### config.mk
export PLATFORM = sky130hd
export DESIGN_NAME = slbc_sync
export DESIGN_NICKNAME = d
export VERILOG_FILES = /design/src/slbc_pkg.sv /design/src/slbc_sync.sv
export SDC_FILE = /design/constraint.sdc
export NUM_CORES = 1
export LEC_CHECK = 0
export BUFFER_PORTS_ARGS = -buffer_cell sky130_fd_sc_hd__buf_2
export CORE_UTILIZATION = 47
export CTS_CLUSTER_SIZE = 8
export DETAILED_ROUTE_END_ITERATION = 8
export HOLD_SLACK_MARGIN = 0.06
export PLACE_DENSITY = 0.85
export SETUP_SLACK_MARGIN = 0.1
export SKIP_LAST_GASP = 1
export SLEW_MARGIN = 40
export SYNTH_ARGS = -nofsm -noshare
export SYNTH_HDL_FRONTEND = slang
export SYNTH_SLANG_ARGS = --single-unit
export TNS_END_PERCENT = 50
### constraint.sdc
create_clock -name mclk -period 0.9 [get_ports mclk]
set_input_delay 0.18 -clock mclk [delete_from_list [all_inputs] [get_ports mclk]]
set_output_delay 0.18 -clock mclk [all_outputs]
set_load 0.01 [all_outputs]
### src/slbc_pkg.sv
package slbc_pkg;

    // clock figures in MHz
    localparam int MCLK_FREQ_MHZ = 100;
    localparam int OSC_FREQ_MHZ  = 33;

    // half an oscillator period in mclk cycles, rounded down, at least one
    localparam int         OSC_HALF_RAW = MCLK_FREQ_MHZ / (2 * OSC_FREQ_MHZ);
    localparam logic [3:0] OSC_HALF_CYC = (OSC_HALF_RAW < 1) ? 4'h1 : 4'(OSC_HALF_RAW);
    localparam logic [7:0] OSC_STEP     = 8'(OSC_FREQ_MHZ);
    localparam logic [7:0] OSC_WRAP     = 8'(MCLK_FREQ_MHZ);

    // received frame: bit 0 is not checked, bits 1..35 must match the pattern
    localparam int          PAYLOAD_W        = 36;
    localparam logic [35:0] CHECK_MASK       = 36'hF_FFFF_FFFE;
    localparam logic [35:0] EXPECTED_PATTERN = 36'h0_0000_0000;

    // register indices; byte address is four times the index
    localparam logic [7:0] IDX_LINK_DETECT = 8'h0C;
    localparam logic [7:0] IDX_FWD_ERR     = 8'h25;
    localparam logic [7:0] IDX_CTRL        = 8'h30;
    localparam logic [7:0] IDX_CRC_FUNC    = 8'h31;
    localparam logic [7:0] IDX_CRC_TEST    = 8'h32;
    localparam logic [7:0] IDX_IRQ_STAT    = 8'h33;
    localparam logic [7:0] IDX_IRQ_MASK    = 8'h34;
    localparam logic [7:0] IDX_STATUS      = 8'h35;

    // control register bits
    localparam int CTRL_EN_BIT  = 0;
    localparam int CTRL_OSC_BIT = 1;
    localparam int CTRL_CLR_BIT = 2;

    // link detect bit
    localparam int LINK_DETECT_BIT = 0;

    // status register bits
    localparam int ST_CHECK_BIT  = 0;
    localparam int ST_RESULT_BIT = 1;
    localparam int ST_LOCK_BIT   = 2;
    localparam int ST_REMOTE_BIT = 3;
    localparam int ST_OSC_BIT    = 4;
    localparam int ST_ACTIVE_BIT = 5;

    // interrupt bits
    localparam int         IRQ_W        = 4;
    localparam int         IRQ_DONE     = 0;
    localparam int         IRQ_FWD_ERR  = 1;
    localparam int         IRQ_CRC_ERR  = 2;
    localparam int         IRQ_LOCKLOSS = 3;
    localparam logic [3:0] IRQ_NONE     = 4'h0;

    localparam logic [7:0]  CNT_ZERO  = 8'h00;
    localparam logic [7:0]  CNT_MAX   = 8'hFF;
    localparam logic [7:0]  CNT_ONE   = 8'h01;
    localparam logic [31:0] DATA_ZERO = 32'h0000_0000;

    typedef enum logic [2:0] {
        ST_IDLE,
        ST_REQUEST,
        ST_WAIT_LOCK,
        ST_CHECK,
        ST_DONE
    } slbc_fsm_t;

    // everything that arrives from outside the mclk domain
    typedef struct packed {
        logic                 link_clk;
        logic                 selftest_enable;
        logic                 clock_select;
        logic                 powerdown;
        logic                 link_lock;
        logic                 bc_lock;
        logic                 remote_selftest;
        logic                 remote_awake;
        logic                 bc_crc_err_toggle;
        logic [PAYLOAD_W-1:0] payload;
    } slbc_pins_t;

    typedef struct packed {
        slbc_pins_t stage1;
        slbc_pins_t stage2;
    } slbc_sync_state_t;

    typedef struct packed {
        slbc_fsm_t       fsm;
        logic            result;
        logic            any_err;
        logic            pulse_active;
        logic [3:0]      pulse_cnt;
        logic            pass;
        logic [7:0]      fwd_cnt;
        logic [7:0]      crc_func;
        logic [7:0]      crc_test;
        logic            ctrl_en;
        logic            ctrl_osc;
        logic [IRQ_W-1:0] irq_stat;
        logic [IRQ_W-1:0] irq_mask;
        logic            ack;
        logic [31:0]     rdata;
        logic [7:0]      osc_acc;
        logic            lclk_d;
        logic            remote_d;
        logic            lock_d;
        logic            crc_tgl_d;
        logic            bc_req;
        logic            wake;
        logic            lock_out;
        logic            osc_sel;
        logic            checking;
        logic            normal_mode;
    } slbc_state_t;

endpackage

### src/slbc_sync.sv
`timescale 1ns/1ps
module slbc_sync (
    input  wire logic                mclk,
    input  wire logic                resetn,
    input  wire logic                clk_en,
    input  wire slbc_pkg::slbc_pins_t pins_async,
    output      slbc_pkg::slbc_pins_t pins_sync
);

    slbc_pkg::slbc_sync_state_t r_reg;
    slbc_pkg::slbc_sync_state_t r_next;

    // two stages; only stage2 leaves this module
    always_comb begin
        r_next        = r_reg;
        r_next.stage1 = pins_async;
        r_next.stage2 = r_reg.stage1;
    end

    always_ff @(posedge mclk) begin
        if (!resetn) begin
            r_reg <= '0;
        end else if (clk_en) begin
            r_reg <= r_next;
        end
    end

    assign pins_sync = r_reg.stage2;

endmodule // slbc_sync

After elaboration in Yosys (flattened, before gate mapping):

Index checks and enable logic that the tools add are counted.

* output and inout bits: 45
* register bits: 90
* input bits: 48
* logic and storage cells: 20

Logic depth before layout (Yosys ltp):

* depth in word-level cells: 0
* gate-level depth with buffers: 4
* mapped depth without buffers: 2

Least setup slack after synthesis:

Ideal clock, no wire load.

* path type: input-to-reg
* from: input clk_en
* to: register r_reg, in the netlist r_next[0]
* setup slack: 0.066 ns
* required time: 0.784 ns
* stages on the path: 4
* setup time: 0.116 ns
* path buffers: 2
* arrival time: 0.718 ns
* path through: buf_6 -> buf_8 -> mux2i_1 -> nor2b_1

RTL lines
* start: declaration: line slbc_sync.sv:5 `input wire logic clk_en,`
* end signal: assignment: line slbc_sync.sv:24 `r_reg <= r_next;`
* end: declaration: line slbc_sync.sv:10 `slbc_pkg::slbc_sync_state_t r_reg;`

Final worst setup path:

* from: register r_reg, in the netlist pins_sync[11]
* to: output pins_sync[11] in the netlist's numbering

RTL lines
* end: declaration: line slbc_sync.sv:7 `output slbc_pkg::slbc_pins_t pins_sync`

No word-level cell between the ends.

==> results.cfg <==
[power_and_ir_drop]
p_seq_share_pct = 54.9
leakage_nw = 2.03
p_int_w = 0.00596
ir_worst_vdd_v = 0.00135
power_density_mw_per_mm2 = 1750
swShare_pct = 23.6
comb_power_share_pct = 10.8
p_sw_w = 0.00184
power_frac_clock_pct = 34.3

[sta]
drv_slew = 0
max_freq_mhz = 1030
maxSlewHeadroom_pct = 80.3
tns_ps = -2930
finClkSkew_ps = 9.41
finalHoldViolCount = 0
setup_viol = 45
rsz0062_at_grt = true
fin_crit_sh_pct = 108
layout_setup_ws_ps = -74.8
tightest_slew_ps = 295
min_period_ps = 975

[routing]
route.detailed.drc = 0
postRouteAntennaNets = 0
via_count = 2253
routed_wl_um = 5970
drt_iter0_markers = 35
vias_per_cell = 4.65
wl_per_cell_um = 12.3
firstDrtPassIters = 4

[floorplan]
dieArea_mm2 = 0.00769
io_pins = 93
die_x_um = 87.7
core_mm2 = 0.00694
fp-row-count = 30
start_util_pct = 49.7
dieHeight_um = 87.7

[worst_setup_path]
cp_max_fo = 2
crit_path_max_incr_delay_ps = 330
rrSetupSlack_ps = 100
cp_top_family = flip-flops
crit_arrival_ps = 790
critPathKind = register to output pin
end_kind = output pin
start_kind = register
crit_chain = buf_2
rr_startpoint = pins_sync[2]
path_buf_inv = 1
slowest_stage = dfxtp_2
critPathLaunch = pins_sync[11]
cp_data_required_time_ps = 720

[yosys]
netlist_instances = 290
synth-seq-cells = 90
yosysTopAreaCell = dfxtp_1
ys_types = 7
synth_flop_cell = dfxtp_1
synth_area_leaders = dfxtp_1 52%, mux2i_1 26%, nor2b_1 16%
yosysSeqAreaShare_pct = 52.2
yosys.area.top_type_share_pct = 52.2
async_flop_share_pct = 0
synth_area_per_cell_um2 = 11.9
yosys-top-cells-count = 90 x dfxtp_1, 90 x mux2i_1, 90 x nor2b_1
synth_edf_count = 0
yosysWarnings = 0
synth_area_mm2 = 0.00345
synth_nets = 338

[clock_network]
clk_transition_reported_paths_ps = 90
cts_sinks = 90
cts_tree = yes
ctsHtreeMaxLevel = 3
clkLatencyLatePin_ps = 340
cts_buffer_depth = 2
cts_root_buf = clkbuf_8
cts_inserted_buffers = 9

[grt]
grt_antenna_before_repair = 0
first_global_vias = 2192
grt_pass1_wl_um = 9660
grt_overflow = 0
grt.total_usage_pct = 16.3
grt_max_degree = 73

[finish]
final_cells = 484
fin_nets = 431
final_area_mm2 = 0.00446
layout-drive-gt1-share_pct = 41.8
antenna_cells = 0
area_growth_pct = 29.1

[job]
maxCapViolCount = 0

[place]
io_buffers = 92
placedCellCount = 463
dpl_cell_area_mm2 = 0.00392
dp_slack_ps = -132
place_hpwl_um = 3880
gp_congestion = 0.659

[status]
violations = negative setup slack
outcome = finished with violations

[min_path]
hp-class = input pin to register
min-delay-start = pins_async[14]
routing by layer:
layer,vias to the layer above,GRT usage (%),routed length (um)
met5,-,0,0
met4,0,7.15,102
met3,10,4.71,278
met2,58,28.1,2890
met1,1043,18.8,2700
li1,1142,-,-
repair_timing:
action,4_1_cts,5_1_grt
setup buffers,3,2
resized for setup,73,11
endpoints found under the hold margin,0,0
endpoints found under the setup margin,45,45
hold buffers,0,0
flip-flops by register name (all words and copies together), names as in the netlist:
| register | count |
|---|---|
| pins_sync | 45 |
| r_next | 45 |
stage by stage:
step                total power, W  util (%)  hold WS [ps]
floorplan                  0.00490         -           349
global placement           0.00508      56.5           437
detailed placement         0.00512      56.5           446
CTS                        0.00787      63.0          77.4
global route               0.00815      64.2          93.2
finish                     0.00780      64.2          91.6
power groups by stage:
stage	logic [W]	registers, W	clock network (W)
4_1_cts	0.000824	0.00428	0.00277
6_report	0.000840	0.00429	0.00268
5_1_grt	0.000922	0.00431	0.00292
2_1_floorplan	0.000534	0.00437	0
3_3_place_gp	0.000739	0.00434	0
3_5_place_dp	0.000768	0.00435	0
final timing paths:
kind                                       to  cells past startpoint
worst max-delay path            pins_sync[11]                      1
worst min-delay path               r_next[14]                      3
worst max register to register   pins_sync[2]                      3
worst min register to register   pins_sync[4]                      2
placed cells by master, fill, tap and decap left out:
master and n:
mux2i_1 90, nor2b_1 90, buf_2 52, dfxtp_2 45, dfxtp_1 45, buf_6 39
clkbuf_8 9, buf_4 8, clkinvlp_4 3, buf_12 3, inv_6 1, clkinv_2 1
bufinv_16 1, clkbuf_1 1
logic make-up after synthesis:
kind of cell           after synthesis  share of synthesized area, %
flip-flops                          90                          52.2
buffers and inverters               20                          5.37
AND/OR/NAND/NOR                     90                          16.3
multiplexers                        90                          26.1
cell type report:
class                   count  area (um^2)
multi-input cells         180         1460
clock inverters             6         66.3
flip-flops and latches     90         1860
well taps                  96          120
clock buffers              10          128
repair buffers            102          820
fillers                   528         2490
Power figures use the tool's default switching activity.
